[src/inc/serial_audio_defs.vh]
// Register map, field positions and reset values of the audio-mode serial port.
`ifndef SERIAL_AUDIO_DEFS_VH
`define SERIAL_AUDIO_DEFS_VH

// ==========================================================================
// Register byte offsets
`define AMC_OFS            8'h1c
`define TXDATA_OFS         8'h20
`define RXDATA_OFS         8'h24
`define STATUS_OFS         8'h28

// ==========================================================================
// Audio mode control fields
`define AMC_EN_BIT         0
`define AMC_MUTE_BIT       1
`define AMC_PAUSE_BIT      2
`define AMC_MONO_BIT       3
`define AMC_LJ_BIT         4
`define AMC_W              5
`define AMC_RESET          5'h0

// ==========================================================================
// Status fields
`define ST_TXSPACE_BIT     0
`define ST_RXVALID_BIT     1
`define ST_OVERRUN_BIT     2
`define ST_UNDERRUN_BIT    3
`define ST_CHAN_BIT        4

`endif

[src/verilog/serial_port_audio_mode_ctrl.v]
// Audio-mode control and serial audio engine of the serial port, with an APB register slave.
//
// The implementer's own choice: the APB slave port.
`timescale 1ns/1ps
`include "serial_audio_defs.vh"

// Overview of operation
// - Audio serial engine runs only when enabled.
// - Standard framing: data lags channel select.
// - Left-justify: first bit with channel select.
// - Mono: each transmit word in both slots.
// - Mono: keep left receive slot, drop right.
// - Pause halts transmit and receive FIFO traffic.
// - Mute sends zero instead of transmit data.
// - Fields reset to zero; upper bits untouched.
module serial_port_audio_mode_ctrl #(
  parameter WORD_W    = 16,
  parameter CNT_W     = 5,
  parameter BUF_DEPTH = 2,
  parameter BUF_PTR_W = 1
) (
  input  wire        clk_sys,
  input  wire        rstn,
  input  wire        psel,
  input  wire        penable,
  input  wire        pwrite,
  input  wire [7:0]  paddr,
  input  wire [31:0] pwdata,
  output wire [31:0] prdata,
  output wire        pready,
  output wire        pslverr,
  input  wire        bitClk,
  input  wire        chanSel,
  input  wire        serDataIn,
  output wire        serDataOut,
  output wire        serDataOeN,
  output wire        audioActive
);

  // ========================================================================
  // Constants and decode helpers

  // The bit counter is narrower than an integer, so the last index is cut on purpose.
  localparam [31:0]      LAST_BIT_WIDE = WORD_W - 1;
  localparam [CNT_W-1:0] LAST_BIT      = LAST_BIT_WIDE[CNT_W-1:0];

  // Registers are whole words, so the two low address bits take no part.
  function isReg;
    input [7:0] addr;
    input [7:0] ofs;
    begin
      isReg = (addr[7:2] == ofs[7:2]);
    end
  endfunction

  // ========================================================================
  // Declarations

  reg  [`AMC_W-1:0]  ctrl_r;
  reg  [31:0]        prdata_r;
  reg                pready_r;
  reg                pslverr_r;
  reg                overrun_r;
  reg                underrun_r;

  reg                sclkPrev_r;
  reg                wsPrev_r;
  reg                pendLoad_r;
  reg                pendChan_r;
  reg  [WORD_W-1:0]  txShift_r;
  reg  [WORD_W-1:0]  monoHold_r;
  reg                sdo_r;
  reg                sdoOeN_r;
  reg  [WORD_W-1:0]  rxShift_r;
  reg  [CNT_W-1:0]   rxCnt_r;
  reg                rxArm_r;
  reg                rxChan_r;

  wire [2:0]         pinSync;
  wire               sclkS = pinSync[0];
  wire               wsS   = pinSync[1];
  wire               sdiS  = pinSync[2];

  wire               txInReady;
  wire [WORD_W-1:0]  txOutData;
  wire               txOutValid;
  wire               rxInReady;
  wire [WORD_W-1:0]  rxOutData;
  wire               rxOutValid;

  // ========================================================================
  // Pin synchronisers

  // The three link pins come from the codec's clock domain, so each passes two
  // flops before any edge detector looks at it.
  sync_2ff #(
    .WIDTH (3)
  ) u_pinSync (
    .clk_sys   (clk_sys),
    .rstn      (rstn),
    .asyncIn   ({serDataIn, chanSel, bitClk}),
    .syncOut_r (pinSync)
  );

  // ========================================================================
  // Effective mode bits

  // Every option is gated by the enable so a disabled port sees none of them.
  wire audioOn = ctrl_r[`AMC_EN_BIT];
  wire ljOn    = audioOn & ctrl_r[`AMC_LJ_BIT];
  wire monoOn  = audioOn & ctrl_r[`AMC_MONO_BIT];
  wire pauseOn = audioOn & ctrl_r[`AMC_PAUSE_BIT];
  wire muteOn  = audioOn & ctrl_r[`AMC_MUTE_BIT];

  // ========================================================================
  // APB decode

  wire apbAcc  = psel & penable;
  wire apbDone = apbAcc & pready_r;
  wire hitAmc  = isReg(paddr, `AMC_OFS);
  wire hitTx   = isReg(paddr, `TXDATA_OFS);
  wire hitRx   = isReg(paddr, `RXDATA_OFS);
  wire hitSt   = isReg(paddr, `STATUS_OFS);
  wire mapped  = hitAmc | hitTx | hitRx | hitSt;

  // A transmit write to a full buffer waits in the access phase instead of
  // dropping the word; this is the back-pressure towards software.
  wire txStall = hitTx & pwrite & ~txInReady;

  wire txPush  = apbDone & pwrite & hitTx;
  wire rxPop   = apbDone & ~pwrite & hitRx & rxOutValid;
  wire stWrite = apbDone & pwrite & hitSt;
  wire amcWr   = apbDone & pwrite & hitAmc;

  // Reserved bits and unmapped offsets read as zero.
  reg  [31:0] readMux;

  always @* begin
    readMux = 32'h0000_0000;
    if (hitAmc) begin
      readMux[`AMC_W-1:0] = ctrl_r;
    end else if (hitRx) begin
      readMux[WORD_W-1:0] = rxOutValid ? rxOutData : {WORD_W{1'b0}};
    end else if (hitSt) begin
      readMux[`ST_TXSPACE_BIT]  = txInReady;
      readMux[`ST_RXVALID_BIT]  = rxOutValid;
      readMux[`ST_OVERRUN_BIT]  = overrun_r;
      readMux[`ST_UNDERRUN_BIT] = underrun_r;
      readMux[`ST_CHAN_BIT]     = rxChan_r;
    end
  end

  // ========================================================================
  // APB slave and control register

  // Every transfer except a transmit write stalled on a full buffer takes one wait
  // state, so that ready, read data and error all come straight from flops.
  always @(posedge clk_sys) begin
    if (!rstn) begin
      ctrl_r    <= `AMC_RESET;
      pready_r  <= 1'b0;
      prdata_r  <= 32'h0000_0000;
      pslverr_r <= 1'b0;
    end else begin
      pready_r <= apbAcc & ~pready_r & ~txStall;
      if (apbAcc && !pready_r && !txStall) begin
        prdata_r  <= pwrite ? 32'h0000_0000 : readMux;
        pslverr_r <= ~mapped;
      end else if (!apbAcc) begin
        prdata_r  <= 32'h0000_0000;
        pslverr_r <= 1'b0;
      end
      // Upper bits are never stored, so writes cannot disturb them.
      if (amcWr) begin
        ctrl_r <= pwdata[`AMC_W-1:0];
      end
    end
  end

  // ========================================================================
  // Transmit and receive buffers

  // Two entries let software refill one word while the other is on the wire;
  // a deeper buffer needs only a wider pointer.
  wire             rxPush;
  wire [WORD_W-1:0] rxWord = {rxShift_r[WORD_W-2:0], sdiS};
  wire             txPop;

  stream_buffer #(
    .WIDTH (WORD_W),
    .DEPTH (BUF_DEPTH),
    .PTR_W (BUF_PTR_W)
  ) u_txBuf (
    .clk_sys  (clk_sys),
    .rstn     (rstn),
    .inData   (pwdata[WORD_W-1:0]),
    .inValid  (txPush),
    .inReady  (txInReady),
    .outData  (txOutData),
    .outValid (txOutValid),
    .outReady (txPop)
  );

  stream_buffer #(
    .WIDTH (WORD_W),
    .DEPTH (BUF_DEPTH),
    .PTR_W (BUF_PTR_W)
  ) u_rxBuf (
    .clk_sys  (clk_sys),
    .rstn     (rstn),
    .inData   (rxWord),
    .inValid  (rxPush),
    .inReady  (rxInReady),
    .outData  (rxOutData),
    .outValid (rxOutValid),
    .outReady (rxPop)
  );

  // ========================================================================
  // Link edge detection and slot framing

  // The channel-select history resets low while the idle pin may sit high; the
  // false edge this makes after reset falls while the enable is still zero.
  wire sclkRise = sclkS & ~sclkPrev_r;
  wire sclkFall = ~sclkS & sclkPrev_r;
  wire wsEdge   = wsS ^ wsPrev_r;

  // Left-justified words start on the channel-select edge itself; standard
  // words start on the next falling bit clock, one period later.
  wire ljLoad   = wsEdge & ljOn;
  wire stdLoad  = sclkFall & pendLoad_r & ~ljOn;
  wire loadNow  = audioOn & (ljLoad | stdLoad);
  wire loadChan = ljLoad ? wsS : pendChan_r;

  // In mono the right slot repeats the left word and takes nothing new.
  wire rightRepeat = monoOn & loadChan;
  wire needPop     = loadNow & ~pauseOn & ~rightRepeat;
  assign txPop     = needPop & txOutValid;

  wire [WORD_W-1:0] freshWord = txOutValid ? txOutData : {WORD_W{1'b0}};
  wire [WORD_W-1:0] srcWord   = rightRepeat ? monoHold_r : freshWord;
  wire [WORD_W-1:0] loadWord  = (pauseOn | muteOn) ? {WORD_W{1'b0}} : srcWord;

  // Receive bits are taken on the rising bit clock, half a period after the
  // codec moved the line, which leaves the widest margin.
  // Right-slot words are dropped in mono; a paused port keeps nothing.
  wire rxDone  = audioOn & sclkRise & rxArm_r & (rxCnt_r == LAST_BIT);
  wire rxKeep  = ~pauseOn & ~(monoOn & rxChan_r);
  assign rxPush = rxDone & rxKeep;

  // ========================================================================
  // Serial engine

  always @(posedge clk_sys) begin
    if (!rstn) begin
      sclkPrev_r <= 1'b0;
      wsPrev_r   <= 1'b0;
      pendLoad_r <= 1'b0;
      pendChan_r <= 1'b0;
      txShift_r  <= {WORD_W{1'b0}};
      monoHold_r <= {WORD_W{1'b0}};
      sdo_r      <= 1'b0;
      sdoOeN_r   <= 1'b1;
      rxShift_r  <= {WORD_W{1'b0}};
      rxCnt_r    <= {CNT_W{1'b0}};
      rxArm_r    <= 1'b0;
      rxChan_r   <= 1'b0;
    end else begin
      sclkPrev_r <= sclkS;
      wsPrev_r   <= wsS;
      // The pin enable follows the control bit one cycle late, as both are flops.
      if (!audioOn) begin
        pendLoad_r <= 1'b0;
        sdo_r      <= 1'b0;
        sdoOeN_r   <= 1'b1;
        rxArm_r    <= 1'b0;
        rxCnt_r    <= {CNT_W{1'b0}};
      end else begin
        sdoOeN_r <= 1'b0;
        if (wsEdge && !ljOn) begin
          pendLoad_r <= 1'b1;
          pendChan_r <= wsS;
        end else if (stdLoad) begin
          pendLoad_r <= 1'b0;
        end
        if (loadNow) begin
          sdo_r     <= loadWord[WORD_W-1];
          txShift_r <= {loadWord[WORD_W-2:0], 1'b0};
          rxArm_r   <= 1'b1;
          rxCnt_r   <= {CNT_W{1'b0}};
          rxChan_r  <= loadChan;
          if (needPop) begin
            monoHold_r <= freshWord;
          end
        end else begin
          if (sclkFall) begin
            sdo_r     <= txShift_r[WORD_W-1];
            txShift_r <= {txShift_r[WORD_W-2:0], 1'b0};
          end
          if (sclkRise && rxArm_r) begin
            rxShift_r <= rxWord;
            rxCnt_r   <= rxCnt_r + 1'b1;
            if (rxCnt_r == LAST_BIT) begin
              rxArm_r <= 1'b0;
            end
          end
        end
      end
    end
  end

  // ========================================================================
  // Sticky error flags

  // A new event in the clearing cycle wins over the clear.
  always @(posedge clk_sys) begin
    if (!rstn) begin
      overrun_r  <= 1'b0;
      underrun_r <= 1'b0;
    end else begin
      if (rxPush && !rxInReady) begin
        overrun_r <= 1'b1;
      end else if (stWrite && pwdata[`ST_OVERRUN_BIT]) begin
        overrun_r <= 1'b0;
      end
      if (needPop && !txOutValid) begin
        underrun_r <= 1'b1;
      end else if (stWrite && pwdata[`ST_UNDERRUN_BIT]) begin
        underrun_r <= 1'b0;
      end
    end
  end

  // ========================================================================
  // Outputs

  // Each output is a flop, so nothing combinational reaches the pins or the bus.
  assign prdata      = prdata_r;
  assign pready      = pready_r;
  assign pslverr     = pslverr_r;
  assign serDataOut  = sdo_r;
  assign serDataOeN  = sdoOeN_r;
  assign audioActive = ctrl_r[`AMC_EN_BIT];

endmodule

[src/verilog/stream_buffer.v]
// Small FIFO with valid and ready on both sides.
`timescale 1ns/1ps

module stream_buffer #(
  parameter WIDTH = 16,
  parameter DEPTH = 2,
  parameter PTR_W = 1
) (
  input  wire             clk_sys,
  input  wire             rstn,
  input  wire [WIDTH-1:0] inData,
  input  wire             inValid,
  output wire             inReady,
  output wire [WIDTH-1:0] outData,
  output wire             outValid,
  input  wire             outReady
);

  localparam [31:0]      DEPTH_FULL = DEPTH;
  localparam [31:0]      DEPTH_LAST = DEPTH - 1;
  localparam [PTR_W:0]   FULL       = DEPTH_FULL[PTR_W:0];
  localparam [PTR_W-1:0] LAST       = DEPTH_LAST[PTR_W-1:0];

  reg [WIDTH-1:0] mem_r [0:DEPTH-1];
  reg [PTR_W-1:0] wrPtr_r;
  reg [PTR_W-1:0] rdPtr_r;
  reg [PTR_W:0]   count_r;

  wire push = inValid & inReady;
  wire pop  = outValid & outReady;

  assign inReady  = (count_r != FULL);
  assign outValid = (count_r != {(PTR_W+1){1'b0}});
  assign outData  = mem_r[rdPtr_r];

  always @(posedge clk_sys) begin
    if (push) begin
      mem_r[wrPtr_r] <= inData;
    end
  end

  always @(posedge clk_sys) begin
    if (!rstn) begin
      wrPtr_r <= {PTR_W{1'b0}};
      rdPtr_r <= {PTR_W{1'b0}};
      count_r <= {(PTR_W+1){1'b0}};
    end else begin
      if (push) begin
        wrPtr_r <= (wrPtr_r == LAST) ? {PTR_W{1'b0}} : wrPtr_r + 1'b1;
      end
      if (pop) begin
        rdPtr_r <= (rdPtr_r == LAST) ? {PTR_W{1'b0}} : rdPtr_r + 1'b1;
      end
      if (push && !pop) begin
        count_r <= count_r + 1'b1;
      end else if (pop && !push) begin
        count_r <= count_r - 1'b1;
      end
    end
  end

endmodule

[src/verilog/sync_2ff.v]
// Two flip-flop synchroniser for levels arriving from outside the clock domain.
`timescale 1ns/1ps

module sync_2ff #(
  parameter WIDTH = 3
) (
  input  wire             clk_sys,
  input  wire             rstn,
  input  wire [WIDTH-1:0] asyncIn,
  output reg  [WIDTH-1:0] syncOut_r
);

  reg [WIDTH-1:0] meta_r;

  always @(posedge clk_sys) begin
    if (!rstn) begin
      meta_r    <= {WIDTH{1'b0}};
      syncOut_r <= {WIDTH{1'b0}};
    end else begin
      meta_r    <= asyncIn;
      syncOut_r <= meta_r;
    end
  end

endmodule
[config.mk]
export PLATFORM = sky130hd
export DESIGN_NAME = serial_port_audio_mode_ctrl
export DESIGN_NICKNAME = d
export VERILOG_FILES = /design/src/verilog/serial_port_audio_mode_ctrl.v /design/src/verilog/stream_buffer.v /design/src/verilog/sync_2ff.v
export VERILOG_INCLUDE_DIRS = /design/src /design/src/inc
export SDC_FILE = /design/constraint.sdc
export NUM_CORES = 1
export LEC_CHECK = 0
export ABC_AREA = 0
export BUFFER_PORTS_ARGS = -buffer_cell sky130_fd_sc_hd__buf_2
export CORE_MARGIN = 3
export CORE_UTILIZATION = 45
export DETAILED_ROUTE_END_ITERATION = 6
export PLACE_DENSITY = 0.66
export SKIP_CTS_REPAIR_TIMING = 1
export SYNTH_ARGS = -nofsm -noshare
export SYNTH_HDL_FRONTEND = slang
export SYNTH_SLANG_ARGS = --single-unit
export TNS_END_PERCENT = 10
[constraint.sdc]
create_clock -name clk_sys -period 6.11 [get_ports clk_sys]
set_input_delay 0.9165 -clock clk_sys [delete_from_list [all_inputs] [get_ports clk_sys]]
set_output_delay 0.9165 -clock clk_sys [all_outputs]
set_load 0.05 [all_outputs]
==> impl_metrics.prom <==
# TYPE chip_impl_metric gauge
chip_impl_info{name="status",value="completed"} 1
chip_impl_metric{name="numCtsBuffers",unit=""} 17
chip_impl_metric{name="critPathBufInv",unit=""} 0
chip_impl_metric{name="comb_power_share",unit="%"} 2.7
chip_impl_metric{name="core-area",unit="um^2"} 14600
chip_impl_metric{name="clk_latency",unit="ps"} 430
chip_impl_info{name="worst_setup_path_end_kind",value="flip-flop"} 1
chip_impl_metric{name="layout.area.seq",unit="um^2"} 3920
chip_impl_metric{name="syn-mean-instance-area",unit="um^2"} 11.9
chip_impl_metric{name="nFillCells",unit=""} 1243
chip_impl_metric{name="synthArstFlopShare",unit="%"} 0
chip_impl_info{name="cts_tree",value="done"} 1
chip_impl_metric{name="finClkSkew",unit="ps"} 8.88
chip_impl_info{name="timing.critical_path.slowest_stage_cell",value="sky130_fd_sc_hd__and3b_1"} 1
chip_impl_metric{name="multiInputGateArea",unit="um^2"} 2610
chip_impl_metric{name="clock_power_share",unit="%"} 46.8
chip_impl_metric{name="starting_density_of_the_core",unit="%"} 46.4
chip_impl_metric{name="critical_path_required",unit="ps"} 6470
chip_impl_metric{name="drv_cap",unit=""} 0
chip_impl_info{name="hold_class",value="reg -> reg"} 1
chip_impl_metric{name="ioPinCount",unit=""} 85
chip_impl_metric{name="power.switching_fraction",unit="%"} 20.9
chip_impl_metric{name="synth.cell_area",unit="um^2"} 6790
chip_impl_metric{name="detailedRoute.firstPassIterationCount",unit=""} 4
chip_impl_metric{name="tritoncts_num_sinks",unit=""} 164
chip_impl_metric{name="routabilityCongestion",unit=""} 0.827
chip_impl_metric{name="hold_violations",unit=""} 0
chip_impl_metric{name="dp.final_hpwl",unit="mm"} 8.84
chip_impl_metric{name="period_share",unit="%"} 55.7
chip_impl_metric{name="total_power",unit="mW"} 2.25
chip_impl_metric{name="htreeDepth",unit=""} 4
chip_impl_info{name="cts_root_buf",value="sky130_fd_sc_hd__clkbuf_16"} 1
chip_impl_metric{name="finalWirelength",unit="mm"} 12.9
chip_impl_metric{name="drc_errors",unit=""} 0
chip_impl_metric{name="syn-instance-count",unit=""} 573
chip_impl_metric{name="period_needed",unit="ps"} 3400
chip_impl_metric{name="cts.reportedPaths.clkPinSlew",unit="ps"} 60
chip_impl_info{name="mostFrequentLayoutCells",value="sky130_fd_sc_hd__dfxtp_1 (100), sky130_fd_sc_hd__edfxtp_1 (64), sky130_fd_sc_hd__buf_2 (50)"} 1
chip_impl_metric{name="netSwitchingPower",unit="mW"} 0.470
chip_impl_info{name="setup.worst_path.start_class",value="flip-flop"} 1
chip_impl_metric{name="power_density",unit="nW/um^2"} 294
chip_impl_metric{name="vdd.ir_drop.worst",unit="mV"} 0.256
chip_impl_metric{name="detail_route.iter0.violations",unit=""} 242
chip_impl_metric{name="max_stage_delay",unit="ps"} 870
chip_impl_metric{name="die_w",unit="um"} 129
chip_impl_metric{name="postSynthRegisterBits",unit=""} 164
chip_impl_metric{name="seq_power_share",unit="%"} 50.5
chip_impl_metric{name="wire_length_of_the_first_global_routing_pass",unit="mm"} 21.0
chip_impl_metric{name="wl_per_cell",unit="um"} 16.0
chip_impl_info{name="cp_top_family",value="simple AND/OR/NAND/NOR gates"} 1
chip_impl_metric{name="synth.lib_cells_used.distinct",unit=""} 62
chip_impl_metric{name="max-slew-margin-rel",unit="%"} 22.2
chip_impl_metric{name="grt_max_degree",unit=""} 79
chip_impl_info{name="path_type_of_the_worst_setup_path",value="reg -> reg"} 1
chip_impl_metric{name="core.rowCount",unit=""} 44
chip_impl_metric{name="num-nets-final",unit=""} 663
chip_impl_metric{name="fmax",unit="MHz"} 294
chip_impl_metric{name="design.die.area",unit="um^2"} 16600
chip_impl_metric{name="number_of_vias_per_cell_after_detailed_routing",unit=""} 5.35
chip_impl_metric{name="routed-via-count",unit=""} 4325
chip_impl_metric{name="number_of_setup_violations_in_the_final_report",unit=""} 0
chip_impl_metric{name="crit_path_max_fanout",unit=""} 18
chip_impl_info{name="synth_flop_cell",value="sky130_fd_sc_hd__dfxtp_1"} 1
chip_impl_metric{name="grt_antenna_before_repair",unit=""} 1
chip_impl_metric{name="cts-root-to-sink-buffers",unit=""} 2
chip_impl_metric{name="hold-worst-slack",unit="ps"} 432
chip_impl_metric{name="drive_above_1_share",unit="%"} 19.4
chip_impl_metric{name="internal_power",unit="mW"} 1.78
chip_impl_metric{name="die_y",unit="um"} 129
chip_impl_metric{name="layout.cell_area.non_filler",unit="um^2"} 7660
chip_impl_metric{name="ys.warnings.count",unit=""} 0
chip_impl_metric{name="synth_sequential_area_ratio",unit="%"} 57.8
chip_impl_metric{name="synth-edff-count",unit=""} 64
chip_impl_info{name="cp_cell_sequence",value="nor2b_1, o2111ai_1, and3b_1, o21ai_2, ha_1, or3_1, a21boi_0"} 1
chip_impl_metric{name="grt_pass1_vias",unit=""} 4194
chip_impl_metric{name="finish.utilization",unit="%"} 52.3
chip_impl_metric{name="detail_route_antenna_nets",unit=""} 0
chip_impl_metric{name="gr_overflow_total",unit=""} 0
chip_impl_info{name="grt_setup_unrepaired",value="no"} 1
chip_impl_metric{name="io_buffers",unit=""} 50
chip_impl_metric{name="arrival_time_of_data_at_the_critical_path_endpoint",unit="ps"} 3760
chip_impl_metric{name="worst_slew_pin_slew",unit="ps"} 1160
chip_impl_metric{name="power.leakage",unit="nW"} 2.75
chip_impl_info{name="layout.cells.most_common",value="sky130_fd_sc_hd__dfxtp_1"} 1
chip_impl_metric{name="layout-area-overhead-vs-synth",unit="%"} 12.8
chip_impl_metric{name="placed_area",unit="um^2"} 7060
chip_impl_metric{name="finalSetupTns",unit="ps"} 0
chip_impl_metric{name="final_max_slew_viol_count",unit=""} 0
chip_impl_metric{name="global_route.usage.total",unit="%"} 16.5
[state kept, by name (all words and copies together), names as in the netlist, 5 cells and up, named ones only]
register / flops
prdata: 16
txShift_r: 15
monoHold_r: 16
rxShift_r: 15
u_txBuf.mem_r: 32
u_rxBuf.mem_r: 32
ctrl_r: 5
rxCnt_r: 5
[layout make-up]
class	count	area share, %
Multi-Input combinational cell	368	34.0
Antenna cell	1	0.0327
Sequential cell	164	51.2
Timing Repair Buffer	53	3.56
Inverter	7	0.343
Clock buffer	23	6.65
Tap cell	184	3.00
Clock inverter	9	1.16
[final timing paths]
check	to	from	cells past startpoint	slack (ps)
worst min register to register	u_pinSync.syncOut_r[0]$_SDFF_PN0_	u_pinSync.meta_r[0]$_SDFF_PN0_	1	430
worst max-delay path	u_txBuf.count_r[1]$_SDFFE_PN0P_	wsPrev_r$_SDFF_PN0_	7	2710
worst min-delay path	u_pinSync.syncOut_r[0]$_SDFF_PN0_	u_pinSync.meta_r[0]$_SDFF_PN0_	1	430
worst max register to register	u_txBuf.count_r[1]$_SDFFE_PN0P_	wsPrev_r$_SDFF_PN0_	7	2710
[synth_stat cells (all sizes together), types with 3 or more instances]
| library cell | instances | area, um^2 |
|---|---|---|
| dfxtp | 100 | 2000 |
| edfxtp | 64 | 1920 |
| nand2 | 49 | 184 |
| mux2i | 46 | 460 |
| o21ai | 34 | 174 |
| buf | 33 | 229 |
| nor2 | 21 | 78.8 |
| o211ai | 20 | 150 |
| a21boi | 19 | 143 |
| a21oi | 18 | 90.1 |
| nor2b | 18 | 113 |
| and2 | 16 | 100 |
| clkbuf | 16 | 60.1 |
| o2bb2ai | 13 | 176 |
| o221a | 10 | 113 |
| nand3 | 8 | 52.6 |
| inv | 7 | 26.3 |
| nor3 | 7 | 56.3 |
| xnor2 | 6 | 67.6 |
| a22oi | 5 | 37.5 |
| a32oi | 5 | 43.8 |
| mux2 | 5 | 56.3 |
| xor2 | 5 | 43.8 |
| ha | 4 | 50.1 |
| nor4 | 4 | 46.3 |
| or3 | 4 | 30.0 |
| a21o | 3 | 22.5 |
| nand2b | 3 | 18.8 |
| nand3b | 3 | 22.5 |
| nand4 | 3 | 18.8 |
[power groups by stage]
stage | Combinational, mW | Sequential [mW] | Clock (mW)
floorplan | 0.0465 | 1.16 | 0
finish | 0.0597 | 1.14 | 1.05
CTS | 0.0595 | 1.14 | 1.07
global route | 0.0645 | 1.14 | 1.12
global placement | 0.0582 | 1.16 | 0
detailed placement | 0.0593 | 1.16 | 0
[metrics by stage]
stage          setup WS, ps  cells
2_1_floorplan          3200    588
3_3_place_gp           2660    776
3_5_place_dp           2650    776
4_1_cts                2640    808
5_1_grt                2400    809
6_report               2710    809
[cells by family after synthesis]
kind of cell               synth area share, %
DFF                                       57.8
and+or+nand+nor                           11.7
AOI/OAI and AO/OA                         15.8
buffers and inverters                     4.64
muxes                                     7.61
xor gates and xnor gates                  1.64
adders and majority gates                0.737
other                                   0.0552
[routing by layer]
layer  up-vias  GRT usage (%)  wire, um
li1       2156              -         -
met1      2039           21.3      5730
met2       109           25.4      6020
met3        21           5.11       867
met4         0           7.54       284
met5         -              0         0
Power figures use the tool's default switching activity.
